[config.mk]
export PLATFORM = sky130hd
export DESIGN_NAME = rcsw_top
export DESIGN_NICKNAME = d
export VERILOG_FILES = /design/src/rcsw_pkg.sv /design/src/rcsw_top.sv /design/src/rcsw_delay.sv
export VERILOG_INCLUDE_DIRS = /design/src
export SDC_FILE = /design/constraint.sdc
export NUM_CORES = 1
export LEC_CHECK = 0
export BUFFER_PORTS_ARGS = -buffer_cell sky130_fd_sc_hd__buf_2
export CORE_MARGIN = 3
export CORE_UTILIZATION = 55
export DETAILED_ROUTE_END_ITERATION = 10
export PLACE_DENSITY = 0.86
export SETUP_SLACK_MARGIN = 0.1
export SYNTH_ARGS = -nofsm -noshare
export SYNTH_HDL_FRONTEND = slang
export SYNTH_SLANG_ARGS = --single-unit
export TNS_END_PERCENT = 30
[constraint.sdc]
create_clock -name core_clk -period 4 [get_ports core_clk]
set_clock_uncertainty 0.2 [all_clocks]
set_input_delay 0.2 -clock core_clk [delete_from_list [all_inputs] [get_ports core_clk]]
set_output_delay 0.2 -clock core_clk [all_outputs]
set_load 0.02 [all_outputs]
[src/rcsw_map.svh]
// rcsw_map.svh: offsets, field positions, reset values and timing counts
// assumes: included by the package only; rcsw_top uses its macros without an include
`ifndef RCSW_MAP_SVH
`define RCSW_MAP_SVH

// register offsets on the plain register port
`define RCSW_OFF_TRIM   4'h0
`define RCSW_OFF_FREQ   4'h1
`define RCSW_OFF_SWCTL  4'h2
`define RCSW_OFF_STAT   4'h3

// field positions, frequency control register
`define RCSW_B_FREQ     0
// field positions, switch control register
`define RCSW_B_CLOCK_SOURCE_SELECTOR     0
`define RCSW_B_EXTE     2
`define RCSW_B_RCE      3
`define RCSW_B_EXSUT    4
`define RCSW_B_RCSUT    6
// field positions, status register
`define RCSW_B_EXTON    0
`define RCSW_B_RC_RUNNING_STATUS     1
`define RCSW_B_BUSY     2
`define RCSW_B_DIV8     3

// reset values and fuse codes
`define RCSW_RST_TRIM   8'h00
`define RCSW_RST_FREQ   1'b0
`define RCSW_SOURCE_SELECT_FUSES_RC   4'h2
`define RCSW_SUT_FAST   2'h1
`define RCSW_SUT_SLOW   2'h2

// timing: clock rate, cycle counts and times in microseconds
`define RCSW_CLK_KHZ    50000
`define RCSW_BASE_CK    14
`define RCSW_WAKE_CK    6
`define RCSW_T_FAST_US  4100
`define RCSW_T_SLOW_US  65000
`define RCSW_SYNC_FILL  2
`define RCSW_SW_GAP     4
`define RCSW_PRE_LAST   3'h7

`endif

[src/rcsw_pkg.sv]
// rcsw_pkg: types shared by the rc trim and clock switch block
// assumes: rcsw_map.svh is on the include path
package rcsw_pkg;
`include "rcsw_map.svh"

   // reset and power sequence states
   typedef enum logic [2:0] {
      RST_FILL, RST_BASE, RST_EXTRA, RST_RUN, RST_SLEEP, RST_WAKE
   } rcsw_rst_e;

   // clock switch states
   typedef enum logic [1:0] {
      SW_IDLE, SW_GAP, SW_WAIT
   } rcsw_sw_e;

   // fuse straps as they arrive at the pins
   typedef struct packed {
      logic [3:0] src;   // source select fuses
      logic [1:0] startup_time_fuses;   // startup time fuses
      logic       div8;  // divide by eight fuse
   } rcsw_fuse_s;

   // controls sent to the oscillators and clock gates
   typedef struct packed {
      logic [7:0] trim_code; // rc trim code
      logic       freq_sel;  // rc output freq select, 1 = 1 mhz
      logic       rc_en;     // rc oscillator enable
      logic       ext_en;    // external clock enable
      logic       rc_gate;   // system clock from rc
      logic       ext_gate;  // system clock from external source
      logic       div8;      // internal clock divided by eight
   } rcsw_osc_s;

   // whole state of the top module
   typedef struct packed {
      rcsw_rst_e  st;        // reset sequence state
      rcsw_sw_e   sw;        // clock switch state
      logic [1:0] fill;      // synchroniser fill count
      rcsw_fuse_s f1;        // fuse sync stage 1
      rcsw_fuse_s f2;        // fuse sync stage 2
      logic [7:0] t1;        // factory trim sync stage 1
      logic [7:0] t2;        // factory trim sync stage 2
      logic [1:0] ok1;       // oscillator ok sync stage 1
      logic [1:0] ok2;       // oscillator ok sync stage 2
      logic       boot_rc;   // fuses chose the rc oscillator
      logic [1:0] rc_sut;    // rc startup code copy
      logic [1:0] ext_sut;   // external startup code
      logic       sel;       // requested source, 1 = external
      logic       act;       // source now gated through
      logic [2:0] gap;       // dead time counter
      logic [2:0] pre;       // divide by eight prescaler
      logic       tick;      // system clock enable pulse
      logic [7:0] rd_data;   // read data, one cycle after strobe
      rcsw_osc_s  osc;       // oscillator controls
   } rcsw_state_s;

endpackage

[src/rcsw_top.sv]
// rcsw_top: rc oscillator trim, start-up sequencing and clock switch
// assumes: fuse, trim and oscillator-ok pins are asynchronous to core_clk;
// power_down comes from the sleep controller on core_clk; the register
// master follows the plain one-cycle strobe port.
//
// Operation
// - factory trim loaded into trim register at reset
// - fuse code 0010 selects rc source
// - divide-by-eight fuse divides internal clock
// - rc: 6 cycles wake, 14 reset
// - startup code adds none, 4.1ms, 65ms
// - external clock uses same delays and codes
// - trim 00 lowest, ff highest frequency
// - trim linear, about 0.4 percent steps
// - trim register read write, takes effect
// - bit 0 selects 8 or 1 mhz
// - trim step same in both ranges
// - control bits 7..1 read zero
// - watchdog keeps its own oscillator
// - software switches system clock source
// - switch only rc, external, low-power crystal; the selector here has rc and external only
// - rc running status follows oscillator
//
// The implementer's own choices: strobed register access and the register addresses.
`timescale 1ns/1ps
module rcsw_top
   import rcsw_pkg::*;
#(
   parameter int FAST_CYC = `RCSW_T_FAST_US * (`RCSW_CLK_KHZ / 1000), // 4.1 ms
   parameter int SLOW_CYC = `RCSW_T_SLOW_US * (`RCSW_CLK_KHZ / 1000), // 65 ms
   parameter int CNT_W    = 22                                        // delay width
) (
   input  wire logic       core_clk,      // system clock, 50 mhz
   input  wire logic       rstn,          // async reset, active low
   input  wire logic [3:0] reg_addr,      // register address
   input  wire logic [7:0] reg_wdata,     // write data
   input  wire logic       reg_wr,        // write strobe
   input  wire logic       reg_rd,        // read strobe
   output logic      [7:0] reg_rdata,     // read data, cycle after strobe
   input  wire rcsw_fuse_s fuses,         // fuse straps, asynchronous
   input  wire logic [7:0] factory_trim,  // factory trim byte, asynchronous
   input  wire logic       rc_osc_ok,     // rc oscillator is oscillating
   input  wire logic       ext_osc_ok,    // external source is oscillating
   input  wire logic       power_down,    // sleep controller: clocks stopped
   output rcsw_osc_s       osc_ctrl,      // oscillator and gate controls
   output logic            sys_clk_tick,  // system clock enable pulse
   output logic            core_reset_n,  // core reset, active low
   output logic            cpu_clk_run,   // cpu clock may run
   output logic            wdt_osc_keep   // keep watchdog oscillator on
);

   // refuse parameters the delay counter cannot serve
   if (FAST_CYC < 1 || SLOW_CYC < FAST_CYC || SLOW_CYC >= (1 << CNT_W)) begin : g_chk
      $error("rcsw_top: delay parameters do not fit CNT_W");
   end

   localparam logic [CNT_W-1:0] BASE_LD = CNT_W'(`RCSW_BASE_CK); // reset base delay
   localparam logic [CNT_W-1:0] WAKE_LD = CNT_W'(`RCSW_WAKE_CK - 1); // wake, done cycle is last
   localparam logic [CNT_W-1:0] FAST_LD = CNT_W'(FAST_CYC);      // fast rise extra
   localparam logic [CNT_W-1:0] SLOW_LD = CNT_W'(SLOW_CYC);      // slow rise extra
   localparam logic [1:0]       FILL_N  = 2'(`RCSW_SYNC_FILL);   // sync pipe depth
   localparam logic [2:0]       GAP_N   = 3'(`RCSW_SW_GAP - 1);  // last dead cycle

   rcsw_state_s      state_r;   // registered state
   rcsw_state_s      state_nxt; // next state
   logic             dly_load;  // start a delay
   logic [CNT_W-1:0] dly_val;   // delay length
   logic             dly_done;  // delay expired
   logic             rc_run;    // rc enabled and oscillating
   logic             ext_run;   // external enabled and oscillating

   // build the word a read returns at a given offset
   function automatic logic [7:0] rd_word(input logic [3:0] a, input rcsw_state_s s,
                                          input logic rcr, input logic exr);
      logic [7:0] w;
      w = 8'h00;
      case (a)
         `RCSW_OFF_TRIM: begin
            w = s.osc.trim_code;
         end
         `RCSW_OFF_FREQ: begin
            w[`RCSW_B_FREQ] = s.osc.freq_sel;             // upper bits stay zero
         end
         `RCSW_OFF_SWCTL: begin
            w[`RCSW_B_CLOCK_SOURCE_SELECTOR]       = s.sel;
            w[`RCSW_B_EXTE]       = s.osc.ext_en;
            w[`RCSW_B_RCE]        = s.osc.rc_en;
            w[`RCSW_B_EXSUT +: 2] = s.ext_sut;
            w[`RCSW_B_RCSUT +: 2] = s.rc_sut;
         end
         `RCSW_OFF_STAT: begin
            w[`RCSW_B_EXTON] = exr;
            w[`RCSW_B_RC_RUNNING_STATUS]  = rcr;
            w[`RCSW_B_BUSY]  = (s.sw != SW_IDLE);
            w[`RCSW_B_DIV8]  = s.osc.div8;
         end
         default: begin
            w = 8'h00;                                    // unmapped reads zero
         end
      endcase
      return w;
   endfunction

   // running status: enable and synchronised oscillator-ok together
   assign rc_run  = state_r.osc.rc_en & state_r.ok2[1];
   assign ext_run = state_r.osc.ext_en & state_r.ok2[0];

   // next-state logic: synchronisers, bus, reset sequence, switch
   always_comb begin
      state_nxt         = state_r;
      dly_load          = 1'b0;
      dly_val           = '0;
      state_nxt.rd_data = 8'h00;

      // two-stage synchronisers, stage 1 read only by stage 2
      state_nxt.f1  = fuses;
      state_nxt.f2  = state_r.f1;
      state_nxt.t1  = factory_trim;
      state_nxt.t2  = state_r.t1;
      state_nxt.ok1 = {rc_osc_ok, ext_osc_ok};
      state_nxt.ok2 = state_r.ok1;

      // read: data stand only in the cycle after the strobe
      if (reg_rd) begin
         state_nxt.rd_data = rd_word(reg_addr, state_r, rc_run, ext_run);
      end

      // writes; the fuse load below overrides them during reset fill
      if (reg_wr) begin
         case (reg_addr)
            `RCSW_OFF_TRIM: begin
               // full 8-bit code, linear and same step in both ranges
               state_nxt.osc.trim_code = reg_wdata;
            end
            `RCSW_OFF_FREQ: begin
               // only bit 0 is stored, the rest is dropped
               state_nxt.osc.freq_sel = reg_wdata[`RCSW_B_FREQ];
            end
            `RCSW_OFF_SWCTL: begin
               // selector has only two targets, never the low-frequency crystal
               state_nxt.sel        = reg_wdata[`RCSW_B_CLOCK_SOURCE_SELECTOR];
               state_nxt.osc.ext_en = reg_wdata[`RCSW_B_EXTE];
               state_nxt.osc.rc_en  = reg_wdata[`RCSW_B_RCE];
               state_nxt.ext_sut    = reg_wdata[`RCSW_B_EXSUT +: 2];
            end
            default: begin
               // status and unmapped offsets ignore writes
            end
         endcase
      end

      // reset and power sequence
      case (state_r.st)
         RST_FILL: begin
            // wait for the synchronisers, then catch straps and trim
            if (state_r.fill == FILL_N) begin
               state_nxt.osc.trim_code = state_r.t2;
               state_nxt.osc.freq_sel  = `RCSW_RST_FREQ;
               state_nxt.osc.div8      = state_r.f2.div8;
               state_nxt.boot_rc       = (state_r.f2.src == `RCSW_SOURCE_SELECT_FUSES_RC);
               state_nxt.osc.rc_en     = (state_r.f2.src == `RCSW_SOURCE_SELECT_FUSES_RC);
               state_nxt.osc.ext_en    = (state_r.f2.src != `RCSW_SOURCE_SELECT_FUSES_RC);
               state_nxt.sel           = (state_r.f2.src != `RCSW_SOURCE_SELECT_FUSES_RC);
               state_nxt.act           = (state_r.f2.src != `RCSW_SOURCE_SELECT_FUSES_RC);
               state_nxt.osc.rc_gate   = (state_r.f2.src == `RCSW_SOURCE_SELECT_FUSES_RC);
               state_nxt.osc.ext_gate  = (state_r.f2.src != `RCSW_SOURCE_SELECT_FUSES_RC);
               state_nxt.rc_sut        = state_r.f2.startup_time_fuses;
               state_nxt.ext_sut       = state_r.f2.startup_time_fuses;
               dly_load                = 1'b1;
               dly_val                 = BASE_LD;
               state_nxt.st            = RST_BASE;
            end else begin
               state_nxt.fill = state_r.fill + 2'h1;
            end
         end
         RST_BASE: begin
            // 14 cycles done; add the extra delay of the boot source's code
            if (dly_done) begin
               case (state_r.boot_rc ? state_r.rc_sut : state_r.ext_sut)
                  `RCSW_SUT_FAST: begin
                     dly_load     = 1'b1;
                     dly_val      = FAST_LD;
                     state_nxt.st = RST_EXTRA;
                  end
                  `RCSW_SUT_SLOW: begin
                     dly_load     = 1'b1;
                     dly_val      = SLOW_LD;
                     state_nxt.st = RST_EXTRA;
                  end
                  default: begin
                     state_nxt.st = RST_RUN;                     // code 00, reserved 11
                  end
               endcase
            end
         end
         RST_EXTRA: begin
            // extra reset delay running
            if (dly_done) begin
               state_nxt.st = RST_RUN;
            end
         end
         RST_RUN: begin
            // running until the sleep controller stops clocks
            if (power_down) begin
               state_nxt.st = RST_SLEEP;
            end
         end
         RST_SLEEP: begin
            // leaving power-down costs the wake delay on either source
            if (!power_down) begin
               dly_load     = 1'b1;
               dly_val      = WAKE_LD;
               state_nxt.st = RST_WAKE;
            end
         end
         RST_WAKE: begin
            // wake delay running
            if (dly_done) begin
               state_nxt.st = RST_RUN;
            end
         end
         default: begin
            state_nxt.st = RST_FILL;
         end
      endcase

      // clock switch: break before make with a dead gap
      if (state_r.st != RST_FILL) begin
         case (state_r.sw)
            SW_IDLE: begin
               // a new request drops both gates at once
               if (state_r.sel != state_r.act) begin
                  state_nxt.osc.rc_gate  = 1'b0;
                  state_nxt.osc.ext_gate = 1'b0;
                  state_nxt.gap          = 3'h0;
                  state_nxt.sw           = SW_GAP;
               end
            end
            SW_GAP: begin
               // no gate open, old clock finishes its last pulse
               if (state_r.gap == GAP_N) begin
                  state_nxt.sw = SW_WAIT;
               end else begin
                  state_nxt.gap = state_r.gap + 3'h1;
               end
            end
            SW_WAIT: begin
               // open the target only once it runs
               if (state_r.sel ? ext_run : rc_run) begin
                  state_nxt.osc.rc_gate  = !state_r.sel;
                  state_nxt.osc.ext_gate = state_r.sel;
                  state_nxt.act          = state_r.sel;
                  state_nxt.sw           = SW_IDLE;
               end
            end
            default: begin
               state_nxt.sw = SW_IDLE;
            end
         endcase
      end

      // divide-by-eight prescaler makes the system clock enable;
      // next div8 is used so the fuse load never leaves a short gap
      state_nxt.pre  = state_r.pre + 3'h1;
      state_nxt.tick = state_nxt.osc.div8 ? (state_r.pre == `RCSW_PRE_LAST) : 1'b1;
   end

   // state register: constants only under reset
   always_ff @(posedge core_clk or negedge rstn) begin
      if (!rstn) begin
         state_r               <= '0;
         state_r.st            <= RST_FILL;
         state_r.sw            <= SW_IDLE;
         state_r.osc.trim_code <= `RCSW_RST_TRIM;
         state_r.osc.freq_sel  <= `RCSW_RST_FREQ;
      end else begin
         state_r <= state_nxt;
      end
   end

   // delay counter shared by reset, extra and wake delays
   rcsw_delay #(
      .CNT_W    (CNT_W)
   ) u_delay (
      .core_clk (core_clk),
      .rstn     (rstn),
      .load     (dly_load),
      .load_val (dly_val),
      .done     (dly_done)
   );

   // outputs
   assign reg_rdata    = state_r.rd_data;
   assign osc_ctrl     = state_r.osc;
   assign sys_clk_tick = state_r.tick;
   assign core_reset_n = (state_r.st == RST_RUN) || (state_r.st == RST_SLEEP) ||
                         (state_r.st == RST_WAKE);
   assign cpu_clk_run  = (state_r.st == RST_RUN);
   // watchdog stays on its own oscillator whatever drives the chip
   assign wdt_osc_keep = 1'b1;
endmodule

[src/rcsw_delay.sv]
// rcsw_delay: loadable down counter for start-up and wake delays
// assumes: load is a one-cycle pulse from logic on core_clk
`timescale 1ns/1ps
module rcsw_delay #(
   parameter int CNT_W = 22                // counter width
) (
   input  wire logic             core_clk, // system clock
   input  wire logic             rstn,     // async reset, active low
   input  wire logic             load,     // start a new delay
   input  wire logic [CNT_W-1:0] load_val, // delay length in cycles
   output logic                  done      // counter has run out
);
   import rcsw_pkg::*;

   // all state of this counter
   typedef struct packed {
      logic [CNT_W-1:0] cnt; // cycles left
   } rcsw_dly_s;

   rcsw_dly_s state_r;   // registered state
   rcsw_dly_s state_nxt; // next state

   // refuse a width that cannot hold a count
   if (CNT_W < 4) begin : g_chk
      $error("rcsw_delay: CNT_W too small");
   end

   // load wins, otherwise count down to zero and stop
   always_comb begin
      state_nxt = state_r;
      if (load) begin
         state_nxt.cnt = load_val;
      end else if (state_r.cnt != '0) begin
         state_nxt.cnt = state_r.cnt - 1'b1;
      end
   end

   // state register
   always_ff @(posedge core_clk or negedge rstn) begin
      if (!rstn) begin
         state_r <= '0;
      end else begin
         state_r <= state_nxt;
      end
   end

   assign done = (state_r.cnt == '0); // idle or expired
endmodule

==> reports/metrics.csv, run 1 <==
metric,value,unit
status,completed,
WP data arrival,3.04,ns
synthesized area,0.004493,mm2
io pins,60,
via count,3460,
Place WS,1.022,ns
share of cells above drive strength 1,18.67,%
slew margin rel.,46.43,%
filler cell count,570,
final setup violating endpoints,0,
final hold slack,0.03670,ns
final hold vios,0,
root buf cell,clkbuf_8,
PnR worst setup slack,0.9898,ns
final period utilization,75.25,%
Crit-path slowest cell,and2_0,
final wirelength,10.31,mm
FMAX,332.2,MHz
die span in y,96.39,um
die area,0.009290,mm2
GR met2 Demand/Resource,40.48,%
max cap viols,0,
TritonCTS clock tree,yes,
clock buffer depth,2,
Hold Crit Class,in2reg,
placed cell area,0.004687,mm2
H-tree Lvls,3,
Pins Over Slew Limit,0,
peak supply drop,0.3889,mV
Worst EP required,4.03,ns
Clock transition at path regs,0.11,ns
GR Layer Usage met3,5.732,%
first-pass GRT wire length,17.16,mm
post-CTS resize count,0,
input/output buffers,58,
Yosys warnings,0,
CP Launch Type,flip-flop,
Layout Nets,519,
crit end category,flip-flop,
crit path max fanout,14,
Leak,2.339,nW
chip width,96.39,um
Post-synth ARST share,100.0,%
grt ovf,0,
post-synth cell types,56,
area delta synth->final,15.09,%
post-CTS setup buffers,0,
Post-synth EDFFs,0,
number of global-route vias before repair,3548,
"Min Clock Period, post-route",3.010,ns
Starting Density,57.25,%
met1 GRT Util,30.94,%
Final Cell Area,0.005171,mm2
CP bufs+invs,1,
crit-path leading delay family,simple AND/OR/NAND/NOR gates,
n_diodes,0,
core region area,0.007848,mm2
Crit Path Class,reg2reg,
#FFs+latches synth,99,
# DRC,0,
Rows,32,
Antenna Nets Post-Route,0,
Vias/cell,5.925,
Sink Count,99,
cells along the critical path,"or3_1, or4_4, nor3_1, buf_4, and2_0, nor2_1",
post-DR wirelength/cell,17.65,um
"Seq/Total Area, Yosys",55.14,%
grt peak-use layer,met2,
Syn Area/Cell,10.75,um2
GPL Wtd Cong,0.8406,
Syn Inst Count,418,
Util after Layout,65.90,%
clk_lat worst skew,0.37,ns
total nets after synthesis,460,
antenna violations before repair,0,
Worst Tran Pin Value,0.8031,ns
slowest cell delay on critical path,0.67,ns
pin count of the biggest net entering global routing,64,
CTS buffer count,9,
Detailed Place HPWL,6.189,mm
RSZ-0062 raised after global routing,no,
top_reg_cell synth,dfrtp_1,
setup TNS,0,ns
drt first pass iters,5,
Pwr per Cell Area,618.7,mW/mm2
drt initial violations,268,
All-Layer GR Usage,24.34,%
## registers in the layout, indices dropped and copies added, names as in the netlist
register         flops
state_r             37
osc_ctrl            14
sys_clk_tick         1
u_delay.state_r     22
reg_rdata            8
state_nxt           17
## placed cells by master, fill, tap and decap left out, types with 3 or more instances in the layout
cell type,count
a211oi_1,3
a21oi_1,20
buf_2,57
buf_4,5
clkbuf_8,9
dfrtp_1,99
dlygate4sd3_1,28
ha_1,8
inv_1,12
mux2i_1,23
nand2_1,39
nand2b_1,5
nand3_1,9
nor2_1,27
nor3_1,13
nor4_1,5
o211ai_1,12
o21a_1,4
o21ai_0,23
o31a_1,4
o31ai_1,3
or2_2,4
or3_1,6
or4_1,3
or4_4,3
xnor2_1,11
xor2_1,3
## logic make-up after synthesis
kind of cell               Yosys count  share of synthesized area, %
and+or+nand+nor                    131                         15.09
DFF                                 99                         55.14
AOI/OAI and AO/OA                   88                         12.75
buffers and inverters               54                         6.850
muxes                               23                         5.124
xor gates and xnor gates            14                         2.729
adders and majority gates            8                         2.228
other                                1                       0.08346
## power by group
group / internal (W) / total [W] / switching, W / leakage (nW)
sequential: 0.00124 / 0.00149 / 0.000249 / 1.20
combinational: 0.000474 / 0.00106 / 0.000584 / 1.04
clock: 0.000249 / 0.000648 / 0.000399 / 0.0994
total: 0.00197 / 0.00320 / 0.00123 / 2.34
## worst paths after layout
path	cells after the start	slack, ns	start	endpoint
setup reg to reg	6	0.99	u_delay.state_r[2]$_DFFE_PN0P_	u_delay.state_r[6]$_DFFE_PN0P_
hold reg to reg	0	0.16	state_nxt[58]$_DFF_PN0_	state_r[58]$_DFF_PN0_
hold / removal	3	0.04	reg_wdata[2]	osc_ctrl[8]$_DFF_PN0_
max in group asynchronous	3	2.41	rstn	reg_rdata[2]$_DFF_PN0_
min in group asynchronous	2	0.22	rstn	u_delay.state_r[12]$_DFFE_PN0P_
setup / recovery	6	0.99	u_delay.state_r[2]$_DFFE_PN0P_	u_delay.state_r[6]$_DFFE_PN0P_
## final cells by class
| class | count | area, um2 | area share [%] |
|---|---|---|---|
| sequential | 99 | 2477 | 47.91 |
| multi-input combinational | 265 | 1714 | 33.15 |
| timing repair buffer | 90 | 603.1 | 11.66 |
| tap | 102 | 127.6 | 2.468 |
| clock buffer | 9 | 123.9 | 2.395 |
| clock inverter | 7 | 80.08 | 1.549 |
| inverter | 12 | 45.04 | 0.8710 |
## metrics by stage
stage	power (W)	cells
final	0.003200	584
after floorplan	0.002301	418
after detailed placement	0.002515	540
after CTS	0.003180	584
after global routing	0.003400	584
after global placement	0.002458	540
## synthesized netlist by cell type, drive strengths merged (2+ instances only)
cell    instances  share of area (%)
o41ai           2               0.39
o31ai           3               0.50
nor4            5               0.70
o31a            4               0.78
o22ai           2               0.28
a22oi           2               0.33
a31oi           2               0.28
a211oi          3               0.50
nand4b          2               0.39
or4             6                1.3
nand2          39                3.3
buf            29                4.8
and2            2               0.28
dfrtp          99                 55
ha              8                2.2
nor3           13                1.4
a21oi          20                2.2
o21ai          24                2.7
nand2b          5               0.70
inv            12                1.0
nor4b           2               0.39
xnor2          11                2.1
o21a            4               0.67
nor2b           2               0.28
a311oi          2               0.53
o211ai         12                2.0
mux2i          23                5.1
or4b            3               0.67
nor3b           2               0.33
nor2           27                2.3
nand3           9                1.0
clkbuf         13                1.1
xor2            3               0.58
or3             6               0.84
or2             4               0.56
## repair_timing
| action | in CTS | in global routing |
|---|---|---|
| hold buffers | 28 | 0 |
| endpoints found under the hold margin | 94 | 0 |
| endpoints found under the setup margin | 0 | 0 |
## metal layers
metal / routed length (um) / vias up / part of all wire [%]
met1: 4213 / 1705 / 41
met5: 0 / - / 0
met3: 592 / 29 / 5.7
met4: 280 / 0 / 2.7
li1: - / 1571 / -
met2: 5224 / 155 / 51
## worst reg2reg max path, delay by kind of cell (launching register included)
kind	cells	cell delay [ns]
and+or+nand+nor	5	2.02
DFF	1	0.44
buffers and inverters	1	0.20
Power figures use the tool's default switching activity.
==> run 2: changes to the inputs <==
ABC_AREA = 1   (was default)
CORE_UTILIZATION = 52   (was 55)
PLACE_DENSITY = 0.85   (was 0.86)
clock period = 2.4 ns   (was 4 ns; I/O delays follow)
==> run 2 against run 1 <==
Critical path type unchanged. Non-clock buffer count is 8 higher. Hold slack hardly changed. First-iteration DRC count fell by 9.3%. Wire length is 2.9% higher. Combinational power grew to 2.5 times the previous value. Critical path depth up 2. Critical endpoint is now osc_ctrl[5]$_DFF_PN0_. Largest cell class unchanged. Final cell count grew 19%. Clock-buffer cell count unchanged. Total power up 97%. Utilization is 2.9 points lower. Sequential power increased by 68%.
==> reports/metrics.csv, run 2 <==
metric,value,unit,change
final hold slack,0.03713,ns,+0.0004294 ns
Detailed Place HPWL,7.220,mm,+17%
cells along the critical path,"inv_2, nand2_2, nor2_4, inv_4, nor2_8, inv_4, o311a_1, dlygate4sd3_1",,
crit end category,flip-flop,,
"count leader, synth",dfrtp_1,,
die area,0.01023,mm2,+10%
TritonCTS clock tree,yes,,
most frequent cells in the layout,"dfrtp_1, nand2_1, buf_2, nor2_1, inv_1",,
most frequent cells after synthesis,"dfrtp_1, nand2_1, nor2_1",,
max cap viols,0,,unchanged
clk_lat worst skew,0.37,ns,about the same
n_diodes,0,,unchanged
final hold vios,0,,unchanged
worst setup path start,state_r[76]$_DFFE_PN0P_,,
post-synth cell types,39,,-30%
pin count of the biggest net entering global routing,64,,unchanged
Layout Nets,624,,+20%
Crit-path slowest cell,dlygate4sd3_1,,
Sink Count,99,,unchanged
Hold Crit Class,in2reg,,
placed cell area,0.004945,mm2,+5.5%
drt first pass iters,7,,+2
largest register by flop count,state_r,,
grt ovf,0,,unchanged
Reg2Reg Depth,8,,+2
Yosys warnings,0,,unchanged
setup TNS,0,ns,unchanged
crit-path most repeated cell,inv_4,,
FF-to-FF End,osc_ctrl[5]$_DFF_PN0_,,
number of global-route vias before repair,3857,,+8.7%
status,completed,,
GPL Wtd Cong,0.9867,,+17%
Largest register FFs,37,,unchanged
Yosys top cell area share,52.62,%,-2.5 points
CP Launch Type,flip-flop,,
#FFs+latches synth,99,,unchanged
post-DR wirelength/cell,15.29,um,-13%
final period utilization,88.31,%,+13 points
Antenna Nets Post-Route,0,,unchanged
Worst EP required,2.45,ns,-1.58 ns
reg-to-reg startpoint,state_r[76]$_DFFE_PN0P_,,
crit path max fanout,20,,+6
H-tree Lvls,3,,unchanged
Syn Area/Cell,9.360,um2,-13%
chip width,101.2,um,+4.9%
Vias/cell,5.376,,-9.3%
top_reg_cell synth,dfrtp_1,,
# DRC,0,,unchanged
clock buffer depth,2,,unchanged
FMAX,471.8,MHz,+42%
RSZ-0062 raised after global routing,no,,
cell taking the most area after synthesis,dfrtp_1,,
Rows,34,,+6.3%
Pwr per Cell Area,1139,mW/mm2,+84%
peak supply drop,0.6501,mV,+67%
first-pass GRT wire length,18.06,mm,+5.3%
most common library cell in the layout ignoring fill and taps,dfrtp_1,,
Synth area leaders,"dfrtp_1, nand2_1, nor2_1",,
root buf cell,clkbuf_8,,
drt initial violations,243,,-9.3%
slowest cell delay on critical path,0.57,ns,-0.10 ns
"Seq/Total Area, Yosys",52.62,%,-2.5 points
Pins Over Slew Limit,0,,unchanged
Final Cell Area,0.005523,mm2,+6.8%
core region area,0.008763,mm2,+12%
total nets after synthesis,545,,+18%
io pins,60,,unchanged
die span in y,101.2,um,+4.9%
Post-synth EDFFs,0,,unchanged
synthesized area,0.004708,mm2,+4.8%
input/output buffers,58,,unchanged
"Min Clock Period, post-route",2.119,ns,-0.8907 ns
antenna violations before repair,0,,unchanged
All-Layer GR Usage,22.51,%,-1.8 points
area delta synth->final,17.30,%,
Post-synth ARST share,100.0,%,unchanged
Crit Path Class,reg2reg,,
Critical Path Sink,osc_ctrl[5]$_DFF_PN0_,,
WP data arrival,2.17,ns,-0.87 ns
CTS buffer count,9,,unchanged
share of cells above drive strength 1,19.80,%,+1.1 points
final wirelength,10.61,mm,+2.9%
Starting Density,53.73,%,-3.5 points
Leak,2.820,nW,+21%
via count,3731,,+7.8%
Syn Inst Count,503,,+20%
R2R Setup Slk,0.28,ns,-0.71 ns
final setup violating endpoints,0,,unchanged
Clock transition at path regs,0.10,ns,about the same
==> run 2: cell types whose count changed after synthesis, moves of 10 or more <==
| cell | before | now |
|---|---|---|
| inv_1 | 12 | 46 |
| nand2_1 | 39 | 96 |
| clkbuf_1 | 13 | 3 |
| nand3_1 | 9 | 27 |
| mux2i_1 | 23 | 2 |
| o211ai_1 | 12 | 1 |
| nor2_1 | 27 | 51 |
==> run 2: cell families after synthesis <==
logic type | Yosys count | synth area share [%]
AND/OR/NAND/NOR | 221 | 24.02
flip-flops | 99 | 52.62
buffers and inverters | 84 | 9.115
AO/OA/AOI/OAI | 69 | 8.079
XOR/XNOR | 19 | 3.534
adder cells (fa/ha/maj) | 8 | 2.126
multiplexers | 2 | 0.4252
other | 1 | 0.07965
==> run 2: layout make-up <==
type                            count  area (um2)
Inverter                           54       210.2
Timing Repair Buffer               98       695.7
Tap cell                          108       135.1
Sequential cell                    99        2477
Fill cell                         658        3241
Multi-Input combinational cell    320        1802
Clock inverter                      6       78.83
Clock buffer                        9       123.9
==> run 2: per-layer routing <==
| layer | vias up | track usage [%] | share of wire, % |
|---|---|---|---|
| li1 | 1747 | - | - |
| met5 | - | 0 | 0 |
| met2 | 134 | 40.24 | 53 |
| met3 | 23 | 5.579 | 5.9 |
| met1 | 1827 | 26.38 | 39 |
| met4 | 0 | 7.669 | 2.5 |
==> run 2: through the flow <==
stage	std cells	total power, W	setup WS [ns]	util (%)
after floorplan	503	0.004586	0.4625	-
after global placement	641	0.004978	0.4196	56.42
after detailed placement	641	0.005119	0.3452	56.42
after CTS	692	0.006268	0.1780	62.85
after global routing	694	0.006783	0.1821	63.02
final	694	0.006292	0.2805	63.02
==> run 2: critical path: cells and delay by family (launching register included) <==
family | cells | cell delay, ns
AOI/OAI and AO/OA | 1 | 0.15
buffers and inverters | 4 | 0.86
and+or+nand+nor | 3 | 0.34
DFF | 1 | 0.46
==> run 2: worst min-delay path by stage <==
| stage | endpoint | slack [ns] | start | cells after the start |
|---|---|---|---|---|
| 3_5_place_dp | u_delay.state_r[19]$_DFFE_PN0P_ | -0.08 | rstn | 1 |
| 3_3_place_gp | u_delay.state_r[19]$_DFFE_PN0P_ | -0.08 | rstn | 1 |
| 5_1_grt | reg_rdata[1]$_DFF_PN0_ | 0.04 | reg_addr[0] | 4 |
| 6_report | osc_ctrl[3]$_DFF_PN0_ | 0.04 | reg_wr | 5 |
| 4_1_cts | osc_ctrl[3]$_DFF_PN0_ | 0.01 | reg_wr | 5 |
| 2_1_floorplan | osc_ctrl[0]$_DFF_PN0_ | -0.38 | rstn | 0 |
==> run 2: repair_timing <==
item / 4_1_cts / 5_1_grt
buffers inserted: 0 / 2
hold buffers: 36 / 0
endpoints found under the hold margin: 142 / 0
resized for setup: 0 / 0
setup endpoints to repair: 0 / 1
==> run 2: where the power goes <==
part	switching (W)	internal, W
combinational	0.00174	0.000937
clock	0.000597	0.000500
sequential	0.000393	0.00212
total	0.00274	0.00356
==> run 3: changes to the inputs <==
CORE_MARGIN = default   (was 3)
CTS_BUF_LIST = sky130_fd_sc_hd__clkbuf_4 sky130_fd_sc_hd__clkbuf_8 sky130_fd_sc_hd__clkbuf_16   (was default)
==> run 3 against run 2 <==
Critical path depth stayed put. Fmax is 4.8% lower. Largest power group unchanged. Largest cell class unchanged. Non-clock buffer count stayed put. Utilization is 0.086 points higher. Sequential share of layout area is 0.061 points lower. Final cell count stayed put.
==> reports/metrics.csv, run 3 (synthesized netlist as in run 2, its figures left out) <==
metric,value,unit,change
Rows,34,,unchanged
grt ovf,0,,unchanged
# DRC,0,,unchanged
combinational power share,42.6,%,about the same
Pins Over Slew Limit,0,,unchanged
Layout Nets,624,,unchanged
peak supply drop,0.5482,mV,-16%
root buf cell,clkbuf_8,,
CP bufs+invs,4,,unchanged
Reg2Reg Depth,8,,unchanged
crit end category,flip-flop,,
crit-path leading delay family,buffers and inverters,,
n_diodes,0,,unchanged
reg-to-reg startpoint,state_r[76]$_DFFE_PN0P_,,
Clock transition at path regs,0.09,ns,about the same
H-tree Lvls,3,,unchanged
R2R Setup Slk,0.17,ns,-0.11 ns
Leak,2.823,nW,about the same
Largest register FFs,37,,unchanged
All-Layer GR Usage,23.75,%,+1.2 points
final hold vios,0,,unchanged
drt initial violations,290,,+19%
Worst Tran Pin Value,0.5812,ns,
Vias/cell,5.458,,+1.5%
final setup violating endpoints,0,,unchanged
number of global-route vias before repair,3810,,-1.2%
Starting Density,53.73,%,unchanged
via count,3788,,+1.5%
most frequent cells in the layout,"dfrtp_1, nand2_1, buf_2, nor2_1, inv_1",,
slew margin rel.,61.26,%,
drt first pass iters,5,,-2
RSZ-0062 raised after global routing,yes,,
Sw Pwr,0.002743,W,+0.25%
FMAX,449.2,MHz,-4.8%
hold path cells,4,,-1
die area,0.009439,mm2,-7.8%
Hold Startpoint,reg_addr[0],,
crit path max fanout,20,,unchanged
die span in y,97.16,um,-4.0%
Crit-path slowest cell,dlygate4sd3_1,,
FF-to-FF End,osc_ctrl[5]$_DFF_PN0_,,
status,completed,,
Worst EP required,2.46,ns,about the same
Pwr per Cell Area,1140,mW/mm2,about the same
share of cells above drive strength 1,19.80,%,unchanged
pin count of the biggest net entering global routing,57,,-11%
first-pass GRT wire length,17.54,mm,-2.9%
antenna violations before repair,0,,unchanged
cells along the critical path,"inv_2, nand2_2, nor2_4, inv_4, nor2_8, inv_4, o311a_1, dlygate4sd3_1",,
io pins,60,,unchanged
Crit Path Class,reg2reg,,
GPL Wtd Cong,0.9243,,-6.3%
Pint,0.003561,W,+0.13%
crit-path most repeated cell,inv_4,,
setup TNS,0,ns,unchanged
most common library cell in the layout ignoring fill and taps,dfrtp_1,,
Detailed Place HPWL,6.848,mm,-5.2%
sequential power share,40.0,%,about the same
switching share of power,43.51,%,about the same
max cap viols,0,,unchanged
Hold Crit Class,in2reg,,
core region area,0.008763,mm2,unchanged
WP data arrival,2.29,ns,+0.12 ns
post-DR wirelength/cell,15.56,um,+1.8%
CP Launch Type,flip-flop,,
largest register by flop count,state_r,,
Hold Crit Endpoint,reg_rdata[1]$_DFF_PN0_,,
Sink Count,99,,unchanged
input/output buffers,58,,unchanged
"Min Clock Period, post-route",2.226,ns,+0.1065 ns
CTS buffer count,9,,unchanged
Clk network pwr share,17.3,%,about the same
TritonCTS clock tree,yes,,
clock buffer depth,2,,unchanged
Antenna Nets Post-Route,0,,unchanged
chip width,97.16,um,-4.0%
final wirelength,10.80,mm,+1.8%
clk_lat worst skew,0.37,ns,about the same
area delta synth->final,17.46,%,
slowest cell delay on critical path,0.55,ns,-0.02 ns
total power,0.006304,W,+0.18%
final period utilization,92.75,%,+4.4 points
[run 3: changes by cell type in the layout (fill, tap and decap cells not counted), sizes merged]
cell	previous run	this run
inv	58	57
clkinvlp	0	1
[run 3: power groups by stage]
stage	Sequential [W]	Clock (W)	Combinational, W
final	0.00252	0.00109	0.00269
after global routing	0.00257	0.00117	0.00298
after CTS	0.00250	0.00111	0.00264
after detailed placement	0.00252	0	0.00256
after global placement	0.00251	0	0.00245
after floorplan	0.00244	0	0.00214
[run 3: timing repair]
| action | 4_1_cts | 5_1_grt |
|---|---|---|
| endpoints found under the setup margin | 0 | 5 |
| hold buffers | 36 | 0 |
| buffers inserted | 0 | 2 |
| resized for setup | 0 | 1 |
| hold endpoints to repair | 86 | 0 |
[run 3: per-stage QoR]
step	cells	instance area, um2	worst slack, ns	utilization (%)	hold WS [ns]
after floorplan	503	4708	0.4625	-	-0.3756
after global placement	641	4945	0.4058	56.42	-0.03967
after detailed placement	641	4945	0.2900	56.42	-0.03502
after CTS	692	5503	0.1988	62.79	0.01624
after global routing	694	5530	0.08101	63.11	0.05915
final	694	5530	0.1740	63.11	0.04928
[run 3: worst max path at each step]
stage                             from                               to  slack [ns]  cells past startpoint
2_1_floorplan  state_r[35]$_DFFE_PN0P_  u_delay.state_r[12]$_DFFE_PN0P_        0.46                     10
6_report       state_r[76]$_DFFE_PN0P_            osc_ctrl[5]$_DFF_PN0_        0.17                      8
5_1_grt        state_r[76]$_DFFE_PN0P_            osc_ctrl[5]$_DFF_PN0_        0.08                      8
3_3_place_gp   state_r[35]$_DFFE_PN0P_   u_delay.state_r[3]$_DFFE_PN0P_        0.41                      9
4_1_cts        state_r[76]$_DFFE_PN0P_            osc_ctrl[5]$_DFF_PN0_        0.20                      8
3_5_place_dp   state_r[35]$_DFFE_PN0P_   u_delay.state_r[7]$_DFFE_PN0P_        0.29                      9
[run 3: per-layer routing]
metal / GRT usage (%) / up-vias / share of wire (%)
met5: 0 / - / 0
met4: 12.28 / 0 / 3.5
met3: 5.540 / 43 / 6.4
met2: 41.33 / 166 / 51
met1: 27.22 / 1822 / 39
li1: - / 1757 / -
[run 3: worst register-to-register path, cell delays in order (launching register included)]
cell and delay (ns):
dfrtp_1 0.45, inv_2 0.11, nand2_2 0.08, nor2_4 0.11
inv_4 0.07, nor2_8 0.22, inv_4 0.17, o311a_1 0.16
dlygate4sd3_1 0.55
[run 3: final cells by class]
cell class | count | area (um2)
Inverter | 54 | 210.2
Clock buffer | 9 | 123.9
Timing Repair Buffer | 98 | 708.2
Multi-Input combinational cell | 320 | 1802
Clock inverter | 6 | 73.82
Fill cell | 653 | 3233
Sequential cell | 99 | 2477
Tap cell | 108 | 135.1
